[src/tbt_defines.svh]
// timing constants for the 10 Mb/s twisted-pair transceiver logic
`ifndef TBT_DEFINES_SVH
`define TBT_DEFINES_SVH
`define TBT_CLK_KHZ 40000
`define TBT_NS_FLOOR(ns) (((ns) * `TBT_CLK_KHZ) / 1000000)
`define TBT_NS_CEIL(ns) (((ns) * `TBT_CLK_KHZ + 999999) / 1000000)
`define TBT_MS_CYC(ms) ((ms) * `TBT_CLK_KHZ)
`define TBT_BIT_NS 100
`define TBT_BIT_CYC `TBT_NS_FLOOR(`TBT_BIT_NS)
`define TBT_SQ_WIN_NS 150
`define TBT_SQ_WIN_CYC `TBT_NS_FLOOR(`TBT_SQ_WIN_NS)
`define TBT_EOP_NS 150
`define TBT_EOP_CYC `TBT_NS_CEIL(`TBT_EOP_NS)
`define TBT_EOF_NS 150
`define TBT_EOF_CYC `TBT_NS_FLOOR(`TBT_EOF_NS)
`define TBT_RXCLK_TAIL_NS 500
`define TBT_RXCLK_TAIL_CYC `TBT_NS_CEIL(`TBT_RXCLK_TAIL_NS)
`define TBT_NLP_W_NS 100
`define TBT_NLP_W_CYC `TBT_NS_FLOOR(`TBT_NLP_W_NS)
`define TBT_NLP_MS 16
`define TBT_NLP_CYC `TBT_MS_CYC(`TBT_NLP_MS)
`define TBT_JAB_MS 85
`define TBT_JAB_CYC `TBT_MS_CYC(`TBT_JAB_MS)
`define TBT_UNJAB_MS 500
`define TBT_UNJAB_CYC `TBT_MS_CYC(`TBT_UNJAB_MS)
`define TBT_LINK_LOSS_MS 100
`define TBT_LINK_LOSS_CYC `TBT_MS_CYC(`TBT_LINK_LOSS_MS)
`define TBT_SQE_DLY_NS 1000
`define TBT_SQE_DLY_CYC `TBT_NS_FLOOR(`TBT_SQE_DLY_NS)
`define TBT_SQE_LEN_NS 1000
`define TBT_SQE_LEN_CYC `TBT_NS_FLOOR(`TBT_SQE_LEN_NS)
`define TBT_TX_IDL_NS 200
`define TBT_TX_IDL_CYC `TBT_NS_FLOOR(`TBT_TX_IDL_NS)
`define TBT_INV_PULSES 3
`endif

[src/tbt_pkg.sv]
// types shared by the 10 Mb/s transceiver logic
package tbt_pkg;
  typedef enum logic [1:0] {TBT_SQ_IDLE, TBT_SQ_OPP, TBT_SQ_ORIG, TBT_SQ_VALID} tbt_sq_e;
  typedef struct packed {
    logic speed_10;
    logic full_duplex;
    logic sqe_test_off;
    logic link_bypass;
  } tbt_cfg_s;
  typedef struct packed {
    logic link_ok;
    logic polarity_bad;
    logic jabber;
    logic low_squelch;
  } tbt_stat_s;
  typedef struct packed {
    logic sq_pos;
    logic sq_neg;
    logic rx_line;
  } tbt_line_s;
  typedef logic [24:0] tbt_long_t;
  typedef logic [6:0] tbt_short_t;
endpackage

[src/tbt_xcvr.sv]
// 10 Mb/s transceiver control: squelch, collision, carrier, link, jabber, codec
`timescale 1ns/1ps
`default_nettype none
`include "tbt_defines.svh"
// Function
// after first crossing, opposite then original crossing each within 150 ns
// qualification may swallow about three preamble bits
// data stays valid until no crossing for over 150 ns
// lower squelch thresholds once good data is seen
// squelch works the same in half and full duplex
// half duplex: overlapping transmit and receive raises collision
// jabber also raises collision
// collision holds for its duration, asserts at once during reception
// heartbeat pulse on collision about 1 us after each transmit
// no heartbeat in full duplex or with sqe_test_off set
// carrier: transmit or receive in half, receive only in full
// idle transmitter sends 100 ns link pulse every 16 ms
// without link pulses transmit, receive and collision are disabled
// link bypass forces link good
// jabber cuts transmission after about 85 ms continuous activity
// after jabber, transmit enable must stay low 500 ms to recover
// jabber only acts at 10 Mb/s
// three consecutive inverted link pulses flag bad polarity
// bad polarity is latched and receive data is inverted internally
// transmit data taken each bit clock while enable high, Manchester coded
// last transmitted transition is positive
// end of frame drops carrier in 1.5 bits; rx clock runs 5 more bits
module tbt_xcvr #(
  parameter tbt_pkg::tbt_long_t NLP_PERIOD_CYC = 25'(`TBT_NLP_CYC),
  parameter tbt_pkg::tbt_long_t JAB_CYC = 25'(`TBT_JAB_CYC),
  parameter tbt_pkg::tbt_long_t UNJAB_CYC = 25'(`TBT_UNJAB_CYC),
  parameter tbt_pkg::tbt_long_t LINK_LOSS_CYC = 25'(`TBT_LINK_LOSS_CYC)
) (
  input wire logic clock,
  input wire logic srst,
  input wire tbt_pkg::tbt_cfg_s cfg,
  input wire tbt_pkg::tbt_line_s line_in,
  input wire logic tx_en,
  input wire logic txd,
  output logic tx_clk,
  output logic crs,
  output logic col,
  output logic rx_clk,
  output logic rxd,
  output logic tx_line,
  output logic tx_drive,
  output tbt_pkg::tbt_stat_s stat
);
  import tbt_pkg::*;

  function automatic tbt_short_t sinc(input tbt_short_t v);
    return (v == 7'h7F) ? v : v + 7'h01;
  endfunction

  function automatic tbt_long_t linc(input tbt_long_t v);
    return (v == 25'h1FFFFFF) ? v : v + 25'h0000001;
  endfunction

  tbt_line_s meta_reg;
  tbt_line_s sync_reg;
  tbt_line_s prev_reg;
  logic pol_bad_reg;
  logic link_ok_reg;
  logic jabber_reg;
  logic link_use;
  logic raw_pos_rise;
  logic raw_neg_rise;
  logic p_lvl;
  logic n_lvl;
  logic p_rise;
  logic n_rise;
  logic rx_d;

  always_ff @(posedge clock) begin
    if (srst) begin
      meta_reg <= '0;
      sync_reg <= '0;
      prev_reg <= '0;
    end else begin
      meta_reg <= line_in;
      sync_reg <= meta_reg;
      prev_reg <= sync_reg;
    end
  end

  assign link_use = link_ok_reg | cfg.link_bypass;
  assign raw_pos_rise = sync_reg.sq_pos & ~prev_reg.sq_pos;
  assign raw_neg_rise = sync_reg.sq_neg & ~prev_reg.sq_neg;
  // comparators swap roles once reversed wiring is known
  assign p_lvl = pol_bad_reg ? sync_reg.sq_neg : sync_reg.sq_pos;
  assign n_lvl = pol_bad_reg ? sync_reg.sq_pos : sync_reg.sq_neg;
  assign p_rise = pol_bad_reg ? raw_neg_rise : raw_pos_rise;
  assign n_rise = pol_bad_reg ? raw_pos_rise : raw_neg_rise;
  assign rx_d = sync_reg.rx_line ^ pol_bad_reg;

  // squelch qualification; duplex is deliberately not an input here
  tbt_sq_e sq_reg;
  logic first_pos_reg;
  tbt_short_t sq_tmr_reg;
  logic sq_valid;
  logic step_rise;
  logic quiet;
  assign sq_valid = (sq_reg == TBT_SQ_VALID);
  assign quiet = ~(p_lvl | n_lvl);
  assign step_rise = ((sq_reg == TBT_SQ_OPP) == first_pos_reg) ? n_rise : p_rise;

  always_ff @(posedge clock) begin
    if (srst) begin
      sq_reg <= TBT_SQ_IDLE;
      first_pos_reg <= 1'b0;
      sq_tmr_reg <= '0;
    end else if (!link_use) begin
      sq_reg <= TBT_SQ_IDLE;
      sq_tmr_reg <= '0;
    end else begin
      case (sq_reg)
        TBT_SQ_IDLE: begin
          sq_tmr_reg <= '0;
          if (p_rise | n_rise) begin
            first_pos_reg <= p_rise;
            sq_reg <= TBT_SQ_OPP;
          end
        end
        TBT_SQ_OPP, TBT_SQ_ORIG: begin
          sq_tmr_reg <= sinc(sq_tmr_reg);
          if (step_rise) begin
            sq_tmr_reg <= '0;
            sq_reg <= (sq_reg == TBT_SQ_OPP) ? TBT_SQ_ORIG : TBT_SQ_VALID;
          end else if (sq_tmr_reg == 7'(`TBT_SQ_WIN_CYC - 1)) begin
            sq_reg <= TBT_SQ_IDLE;
          end
        end
        TBT_SQ_VALID: begin
          // preamble bits spent qualifying are simply not forwarded, see
          sq_tmr_reg <= quiet ? sinc(sq_tmr_reg) : '0;
          if (quiet && sq_tmr_reg == 7'(`TBT_EOP_CYC)) begin
            sq_reg <= TBT_SQ_IDLE;
          end
        end
        default: sq_reg <= TBT_SQ_IDLE;
      endcase
    end
  end

  // manchester receive: 4-cycle gaps mark mid-bit edges, 2-cycle gaps alternate
  logic rx_prev_reg;
  logic last_mid_reg;
  logic rxd_reg;
  tbt_short_t gap_reg;
  logic rx_edge;
  logic eof;
  assign rx_edge = rx_d ^ rx_prev_reg;
  assign eof = (gap_reg >= 7'(`TBT_EOF_CYC - 1));

  always_ff @(posedge clock) begin
    if (srst) begin
      rx_prev_reg <= 1'b0;
      last_mid_reg <= 1'b0;
      rxd_reg <= 1'b0;
      gap_reg <= '0;
    end else begin
      rx_prev_reg <= rx_d;
      gap_reg <= rx_edge ? '0 : sinc(gap_reg);
      if (rx_edge) begin
        if (gap_reg >= 7'(`TBT_BIT_CYC / 2) || !last_mid_reg) begin
          rxd_reg <= rx_d;
          last_mid_reg <= 1'b1;
        end else begin
          last_mid_reg <= 1'b0;
        end
      end
    end
  end

  logic [1:0] div_reg;
  logic bit_start;
  logic bit_mid;
  assign bit_start = (div_reg == 2'h3);
  assign bit_mid = (div_reg == 2'h1);

  logic rx_crs_reg;
  logic rx_clk_reg;
  tbt_short_t tail_reg;

  always_ff @(posedge clock) begin
    if (srst) begin
      div_reg <= 2'h0;
      rx_crs_reg <= 1'b0;
      rx_clk_reg <= 1'b0;
      tail_reg <= '0;
    end else begin
      div_reg <= div_reg + 2'h1;
      rx_crs_reg <= sq_valid & ~eof;
      if (rx_crs_reg && !(sq_valid && !eof)) begin
        tail_reg <= 7'(`TBT_RXCLK_TAIL_CYC);
      end else if (tail_reg != 7'h00) begin
        tail_reg <= tail_reg - 7'h01;
      end
      // free-running phase, not recovered: good enough for frame timing only
      rx_clk_reg <= (rx_crs_reg | (tail_reg != 7'h00)) & ~div_reg[1];
    end
  end

  // transmit encoder and link pulse generator
  logic sending_reg;
  logic sending_q_reg;
  logic cur_reg;
  logic line_reg;
  logic drive_reg;
  logic tx_clk_reg;
  tbt_short_t idl_reg;
  tbt_short_t nlp_w_reg;
  tbt_long_t nlp_cnt_reg;
  logic tx_ok;
  logic nlp_fire;
  assign tx_ok = link_use & ~jabber_reg;
  assign nlp_fire = (nlp_cnt_reg == NLP_PERIOD_CYC);

  always_ff @(posedge clock) begin
    if (srst) begin
      sending_reg <= 1'b0;
      cur_reg <= 1'b0;
      line_reg <= 1'b0;
      drive_reg <= 1'b0;
      tx_clk_reg <= 1'b0;
      idl_reg <= '0;
      nlp_w_reg <= '0;
      nlp_cnt_reg <= '0;
    end else begin
      tx_clk_reg <= bit_start | (div_reg == 2'h0);
      nlp_cnt_reg <= (sending_reg || idl_reg != 7'h00 || nlp_fire) ? '0 : linc(nlp_cnt_reg);
      if (!tx_ok && sending_reg) begin
        sending_reg <= 1'b0;
        drive_reg <= 1'b0;
        line_reg <= 1'b0;
      end else if (bit_start && tx_en && tx_ok) begin
        sending_reg <= 1'b1;
        cur_reg <= txd;
        line_reg <= ~txd;
        drive_reg <= 1'b1;
        idl_reg <= '0;
        nlp_w_reg <= '0;
      end else if (bit_start && sending_reg) begin
        // line is driven high at cell end; after a one it already is
        sending_reg <= 1'b0;
        line_reg <= 1'b1;
        idl_reg <= 7'(`TBT_TX_IDL_CYC);
      end else if (bit_mid && sending_reg) begin
        line_reg <= cur_reg;
      end else if (idl_reg != 7'h00) begin
        idl_reg <= idl_reg - 7'h01;
        if (idl_reg == 7'h01) begin
          drive_reg <= 1'b0;
          line_reg <= 1'b0;
        end
      end else if (nlp_w_reg != 7'h00) begin
        nlp_w_reg <= nlp_w_reg - 7'h01;
        if (nlp_w_reg == 7'h01) begin
          drive_reg <= 1'b0;
          line_reg <= 1'b0;
        end
      end else if (nlp_fire && !jabber_reg && !sending_reg) begin
        nlp_w_reg <= 7'(`TBT_NLP_W_CYC);
        drive_reg <= 1'b1;
        line_reg <= 1'b1;
      end
    end
  end

  tbt_long_t jab_cnt_reg;
  tbt_long_t unjab_cnt_reg;

  always_ff @(posedge clock) begin
    if (srst || !cfg.speed_10) begin
      jabber_reg <= 1'b0;
      jab_cnt_reg <= '0;
      unjab_cnt_reg <= '0;
    end else if (!jabber_reg) begin
      unjab_cnt_reg <= '0;
      jab_cnt_reg <= sending_reg ? linc(jab_cnt_reg) : '0;
      if (sending_reg && jab_cnt_reg == JAB_CYC) begin
        jabber_reg <= 1'b1;
      end
    end else begin
      jab_cnt_reg <= '0;
      unjab_cnt_reg <= tx_en ? '0 : linc(unjab_cnt_reg);
      if (!tx_en && unjab_cnt_reg == UNJAB_CYC) begin
        jabber_reg <= 1'b0;
      end
    end
  end

  // link monitor; any isolated crossing while squelch idles counts as a pulse
  tbt_long_t link_cnt_reg;
  logic [1:0] inv_cnt_reg;
  logic nlp_rx;
  assign nlp_rx = (sq_reg == TBT_SQ_IDLE) & (raw_pos_rise | raw_neg_rise);

  always_ff @(posedge clock) begin
    if (srst) begin
      link_ok_reg <= 1'b0;
      link_cnt_reg <= '0;
      inv_cnt_reg <= 2'h0;
      pol_bad_reg <= 1'b0;
    end else begin
      link_cnt_reg <= nlp_rx ? '0 : linc(link_cnt_reg);
      if (nlp_rx) begin
        link_ok_reg <= 1'b1;
      end else if (link_cnt_reg == LINK_LOSS_CYC) begin
        link_ok_reg <= 1'b0;
      end
      if (nlp_rx && raw_pos_rise) begin
        inv_cnt_reg <= 2'h0;
      end else if (nlp_rx) begin
        inv_cnt_reg <= (inv_cnt_reg == 2'h3) ? inv_cnt_reg : inv_cnt_reg + 2'h1;
        if (inv_cnt_reg == 2'(`TBT_INV_PULSES - 1)) begin
          pol_bad_reg <= 1'b1;
        end
      end
    end
  end

  tbt_short_t sqe_reg;
  logic sqe_on;
  logic col_reg;
  logic crs_reg;
  assign sqe_on = (sqe_reg > 7'(`TBT_SQE_DLY_CYC));

  always_ff @(posedge clock) begin
    if (srst) begin
      sending_q_reg <= 1'b0;
      sqe_reg <= '0;
      col_reg <= 1'b0;
      crs_reg <= 1'b0;
    end else begin
      sending_q_reg <= sending_reg;
      if (cfg.full_duplex || cfg.sqe_test_off) begin
        sqe_reg <= '0;
      end else if (sending_q_reg && !sending_reg && !jabber_reg) begin
        sqe_reg <= 7'h01;
      end else if (sqe_reg == 7'(`TBT_SQE_DLY_CYC + `TBT_SQE_LEN_CYC)) begin
        sqe_reg <= '0;
      end else if (sqe_reg != 7'h00) begin
        sqe_reg <= sqe_reg + 7'h01;
      end
      // level follows the overlap, so it lasts exactly as long, see
      col_reg <= jabber_reg | (~cfg.full_duplex & link_use &
                 ((sending_reg & sq_valid) | sqe_on));
      crs_reg <= rx_crs_reg | (~cfg.full_duplex & sending_reg);
    end
  end

  assign tx_clk = tx_clk_reg;
  assign crs = crs_reg;
  assign col = col_reg;
  assign rx_clk = rx_clk_reg;
  assign rxd = rxd_reg;
  assign tx_line = line_reg;
  assign tx_drive = drive_reg;
  assign stat = tbt_stat_s'({link_ok_reg, pol_bad_reg, jabber_reg, sq_valid});
endmodule
`default_nettype wire

[config.mk]
export PLATFORM = sky130hd
export DESIGN_NAME = tbt_xcvr
export DESIGN_NICKNAME = d
export VERILOG_FILES = /design/src/tbt_pkg.sv /design/src/tbt_xcvr.sv
export VERILOG_INCLUDE_DIRS = /design/src /design/src/src
export SDC_FILE = /design/constraint.sdc
export NUM_CORES = 1
export LEC_CHECK = 0
export BUFFER_PORTS_ARGS = -buffer_cell sky130_fd_sc_hd__buf_2
export CORE_AREA = 2 2 128 130
export DETAILED_ROUTE_END_ITERATION = 10
export DIE_AREA = 0 0 130 132
export PLACE_DENSITY = 0.71
export SLEW_MARGIN = 20
export SYNTH_ARGS = -nofsm -noshare
export SYNTH_HDL_FRONTEND = slang
export SYNTH_SLANG_ARGS = --single-unit
export TNS_END_PERCENT = 1
[constraint.sdc]
create_clock -name clock -period 4.5 [get_ports clock]
set_input_delay 0.45 -clock clock [delete_from_list [all_inputs] [get_ports clock]]
set_output_delay 0.45 -clock clock [all_outputs]
set_load 0.03 [all_outputs]
Word-level counts from Yosys, hierarchy flattened
Index checks and enable logic that the tools add are counted.
{"block": "word_totals", "ff_bits": 173, "latch_bits": 0, "mem_bits_rw": 0, "romBits": 0, "out_inout_bits": 11, "elab_cells": 236, "n_memories": 0}
{"block": "op_classes", "addsub": 12, "multipliers": 0, "n_div": 0, "magnitude_cmp": 3, "n_eq_ne": 34, "shift": 0, "muxes": 49, "bitwise": 34, "n_reduce_logical": 64}
{"op": "25-bit == test (second input constant)", "n": 5}
{"op": "25-bit by 1-bit adder with 25-bit output (second input constant)", "n": 4}
{"op": "7-bit two-way mux", "n": 13}
{"op": "25-bit by 22-bit == test with 1-bit output (second input constant)", "n": 2}
{"op": "1-bit two-way mux", "n": 28}
{"op": "7-bit nonzero test", "n": 4}
{"op": "25-bit by 20-bit == test with 1-bit output (second input constant)", "n": 1}
{"op": "7-bit by 1-bit adder with 7-bit output (second input constant)", "n": 3}
{"op": "7-bit == test (second input constant)", "n": 3}
{"op": "7-bit one-hot mux with 3 select lines", "n": 1}
{"op": "7-bit by 1-bit subtractor with 7-bit output (second input constant)", "n": 3}
{"op": "2-bit OR reduction", "n": 9}
{"op": "1-bit logical AND", "n": 15}
{"op": "3-bit AND reduction", "n": 5}
{"op": "7-bit by 1-bit == test with 1-bit output (second input constant)", "n": 2}
{"op": "7-bit by 3-bit == test with 1-bit output (second input constant)", "n": 2}
{"op": "1-bit NOT", "n": 13}
{"op": "1-bit AND", "n": 10}
{"op": "2-bit == test (second input constant)", "n": 5}
{"op": "5-bit two-way mux", "n": 2}
{"op": "5-bit AND reduction", "n": 2}
{"op": "1-bit OR", "n": 9}
{"op": "3-bit nonzero test", "n": 3}
{"op": "1-bit logical NOT", "n": 8}
{"op": "other kinds (24)", "n": 44}

Longest topological paths before layout
{"block": "logic_depth", "depth_word": 9, "mapped_depth": 7, "mapped_depth_nobuf": 7}

Worst setup path after synthesis
No wires, ideal clock.
{"block": "synth_path", "kind": "reg-to-reg", "from": "reg nlp_cnt_reg[1]", "to": "reg nlp_cnt_reg[1]", "arrival_time_ns": 1.801, "t_required_ns": 4.372, "setup_slack_ns": 2.571, "stages_incl_launch_ff": 8, "path_buffers": 1, "synth_period_minus_slack_ns": 1.929, "path_cell_list": "dfxtp_1 > ha_1 > and4_1 > nand3_1 > nor3_2 > buf_2 > mux2i_1 > nor2_1"}
{"block": "synth_via", "elab_chain_len": 3}
{"element": "start, declared", "line": "tbt_xcvr.sv:213", "rtl": "tbt_long_t nlp_cnt_reg;"}
{"element": "start signal, assigned", "line": "tbt_xcvr.sv:231", "rtl": "nlp_cnt_reg <= (sending_reg || idl_reg != 7'h00 || nlp_fire) ? '0 : linc(nlp_cnt_reg);"}
{"element": "branches (longest 3 deep; another with 25-bit by 1-bit adder with 25-bit output)"}
Parallel ways; which one is timed is not known.
A chain may end at the register's enable or synchronous reset.

Worst setup path after layout
{"block": "layout_path", "from": "reg sending_reg", "to": "reg jabber_reg"}
{"block": "layout_via", "elab_chain_len": 3}
{"element": "start, declared", "line": "tbt_xcvr.sv:205", "rtl": "logic sending_reg;"}
{"element": "start signal, assigned", "line": "tbt_xcvr.sv:221", "rtl": "sending_reg <= 1'b0;"}
{"element": "start signal, assigned", "line": "tbt_xcvr.sv:233", "rtl": "sending_reg <= 1'b0;"}
{"element": "start signal, assigned", "line": "tbt_xcvr.sv:237", "rtl": "sending_reg <= 1'b1;"}
{"element": "1-bit logical AND", "line": "tbt_xcvr.sv:281", "rtl": "if (sending_reg && jab_cnt_reg == JAB_CYC) begin"}
{"element": "1-bit two-way mux", "line": "tbt_xcvr.sv:281"}
{"element": "1-bit two-way mux", "line": "tbt_xcvr.sv:278", "rtl": "end else if (!jabber_reg) begin"}
{"element": "end signal, assigned", "line": "tbt_xcvr.sv:275", "rtl": "jabber_reg <= 1'b0;"}
{"element": "end signal, assigned", "line": "tbt_xcvr.sv:282", "rtl": "jabber_reg <= 1'b1;"}
{"element": "end signal, assigned", "line": "tbt_xcvr.sv:288", "rtl": "jabber_reg <= 1'b0;"}
{"element": "end, declared", "line": "tbt_xcvr.sv:64", "rtl": "logic jabber_reg;"}
Every way passes these cells.

==> impl_metrics.ini <==
[finish]
final_nets = 1074
area_growth_pct = 9.97
antenna_cells = 0
drive_gt1_share_pct = 7.27
fillers = 1443

[floorplan]
initial_core_util_pct = 54.9
boundaryPins = 22
dieWidth_um = 130
rows = 46
dieArea_sq_um = 17200
coreArea_sq_um = 15700
die_y_um = 132

[route]
drc_errors = 0
drt_iter0_markers = 578
drtPass1Iterations = 5
wire_per_inst_um = 13.8
vias = 7203
vias_per_cell = 5.71
ant_nets = 0
drt-total-wl_mm = 17.4

[synthesis]
synth-edff-count = 0
ys_top_cells_by_area = dfxtp_1, nor2_1, xnor2_1
netlist_area_sq_um = 8620
synth_top_area_share_pct = 40.2
ys.flop_type = dfxtp_1
synth.distinct_cells = 65
synth_top_area_cell = dfxtp_1
yosys_warnings = 0
async_reset_ff_share_pct = 0
synth_common_cells = dfxtp_1, nor2_1, nand2_1
syn-num-nets = 1061
syn_avg_cell_area_sq_um = 8.45
ys_seq_area_share_pct = 40.2
synth_cells = 1020
synthMostInstantiatedCell = dfxtp_1
ys_ff_latch = 173

[global_route]
groute.usage.overall_pct = 21.1
overflow = 0
antenna_found_initial = 0
grt_pass1_wl_mm = 30.1
grt_max_degree = 30
grt_pass1_vias = 6529

[sta]
timing.final.ws_setup_ns = 2.17
hold_violations = 0
relSlewSlack_pct = 38.9
tns_ns = 0
hold_ws_ns = 0.234
final.setup_skew_ns = 0.0104
slew_violations = 0
setup_violations = 0
fin_crit_sh_pct = 51.8
tightestPinTransition_ns = 0.914
rsz0062_at_grt = false
period_needed_ns = 2.33
fmax_mhz = 429

[critical_path]
cp.required_ns = 4.84
crit_fanout = 23
crit_arrival_ns = 2.68
worstSetupPathType = register to register
startpoint_type = register
cp-end-kind = register

[place]
gp_congestion = 0.833
numPortBuffers = 21
dp_slack_ns = 1.95
hpwl_mm = 12.1

[cts]
cts_buffer_depth = 2
cts_resized = 0
cts_tree = built
h-tree-depth = 4
path_clk_slew_ns = 0.07
cts.sinks = 173
post_cts_buffers = 0
clk_latency_ns = 0.43
cts_buffers = 17
ctsHoldBuffers = 0
cts_root_buffer = clkbuf_16

[pwr]
cellPowerDensity_nw_per_um2 = 425
finalPower_uw = 4030
p_leak_uw = 0.00324
peakVddDrop_v = 0.000309

[run_status]
status = finished clean

[hold_path]
worst_hold_path_type = input pin to register

[run]
cap_violations = 0
==> through the flow <==
step           utilization (%)  cell area [sq um]  cells
5_1_grt                   60.3               9480   1261
3_5_place_dp              56.8               8920   1230
2_1_floorplan                -               8620   1020
3_3_place_gp              56.7               8900   1230
6_report                  60.3               9480   1261
4_1_cts                   60.3               9470   1261
==> path summary, 6_finish.rpt <==
check                                         startpoint                endpoint  slack (ns)  cells past startpoint
worst max-delay path            sending_reg$_SDFFE_PP0N_   jabber_reg$_SDFF_PP0_        2.17                      5
worst min-delay path                          line_in[1]  meta_reg[1]$_SDFF_PP0_        0.23                      2
worst max register to register  sending_reg$_SDFFE_PP0N_   jabber_reg$_SDFF_PP0_        2.17                      5
worst min register to register    meta_reg[2]$_SDFF_PP0_  sync_reg[2]$_SDFF_PP0_        0.44                      1
==> routing by layer <==
metal / up-vias / global-route usage (%) / routed length, um
li1: 3708 / - / -
met1: 3369 / 29.0 / 8760
met2: 115 / 33.1 / 7990
met3: 11 / 4.83 / 547
met4: 0 / 5.79 / 148
met5: - / 0 / 0
==> cell type report <==
type | instances | area (sq um) | area share (%)
repair buffers | 25 | 135 | 1.43
multi-input cells | 773 | 4890 | 51.6
inverters | 43 | 161 | 1.70
flip-flops and latches | 173 | 3460 | 36.5
clock buffers | 20 | 467 | 4.92
clock inverters | 11 | 87.6 | 0.924
well taps | 216 | 270 | 2.85
==> critical path, stage by stage (launching register included) <==
cell and delay, ns:
dfxtp_1 0.60, nor2b_1 0.25, nand3_1 0.67, nor4b_1 0.52
nand4_1 0.13, o21ai_0 0.09
==> power by group <==
part,switching (uW),total [uW],internal [uW]
Combinational,527,916,389
Sequential,103,1750,1640
Clock,618,1370,752
Total,1250,4030,2780
==> logic make-up after synthesis <==
group / synth area share (%)
buffers and inverters: 3.44
and+or+nand+nor: 28.3
xor gates and xnor gates: 9.00
muxes: 0.813
DFF: 40.2
adders and majority gates: 4.35
AOI/OAI and AO/OA: 13.9
==> cell usage in the layout, fill, tap and decap left out, types with 3 or more instances in the layout <==
cell / Yosys / routed
a31oi_1: 14 / 14
clkinvlp_4: 0 / 4
mux2i_1: 7 / 7
and3_1: 21 / 21
buf_2: 3 / 21
a21oi_1: 56 / 56
clkinv_4: 0 / 5
nor2b_1: 12 / 12
nand2_1: 69 / 69
o211ai_1: 8 / 8
o2111ai_1: 6 / 6
inv_1: 43 / 43
clkbuf_8: 0 / 3
o21ai_0: 34 / 34
xnor2_1: 50 / 50
nor4b_1: 13 / 13
dfxtp_1: 173 / 173
xor2_1: 36 / 36
or2_2: 4 / 4
o31ai_1: 13 / 13
nor4_1: 12 / 10
nor4_2: 3 / 4
nand4_1: 39 / 39
and4_1: 15 / 15
nand2b_1: 9 / 9
buf_4: 4 / 4
or4_1: 14 / 14
a211oi_1: 18 / 18
clkbuf_16: 0 / 17
ha_1: 30 / 30
a21boi_0: 3 / 3
or3_1: 14 / 14
nor2_1: 139 / 139
nor3_1: 25 / 25
nand3_1: 50 / 50
o21a_1: 6 / 6
and2_1: 8 / 8
No activity file was read; power rests on OpenSTA's default activity.
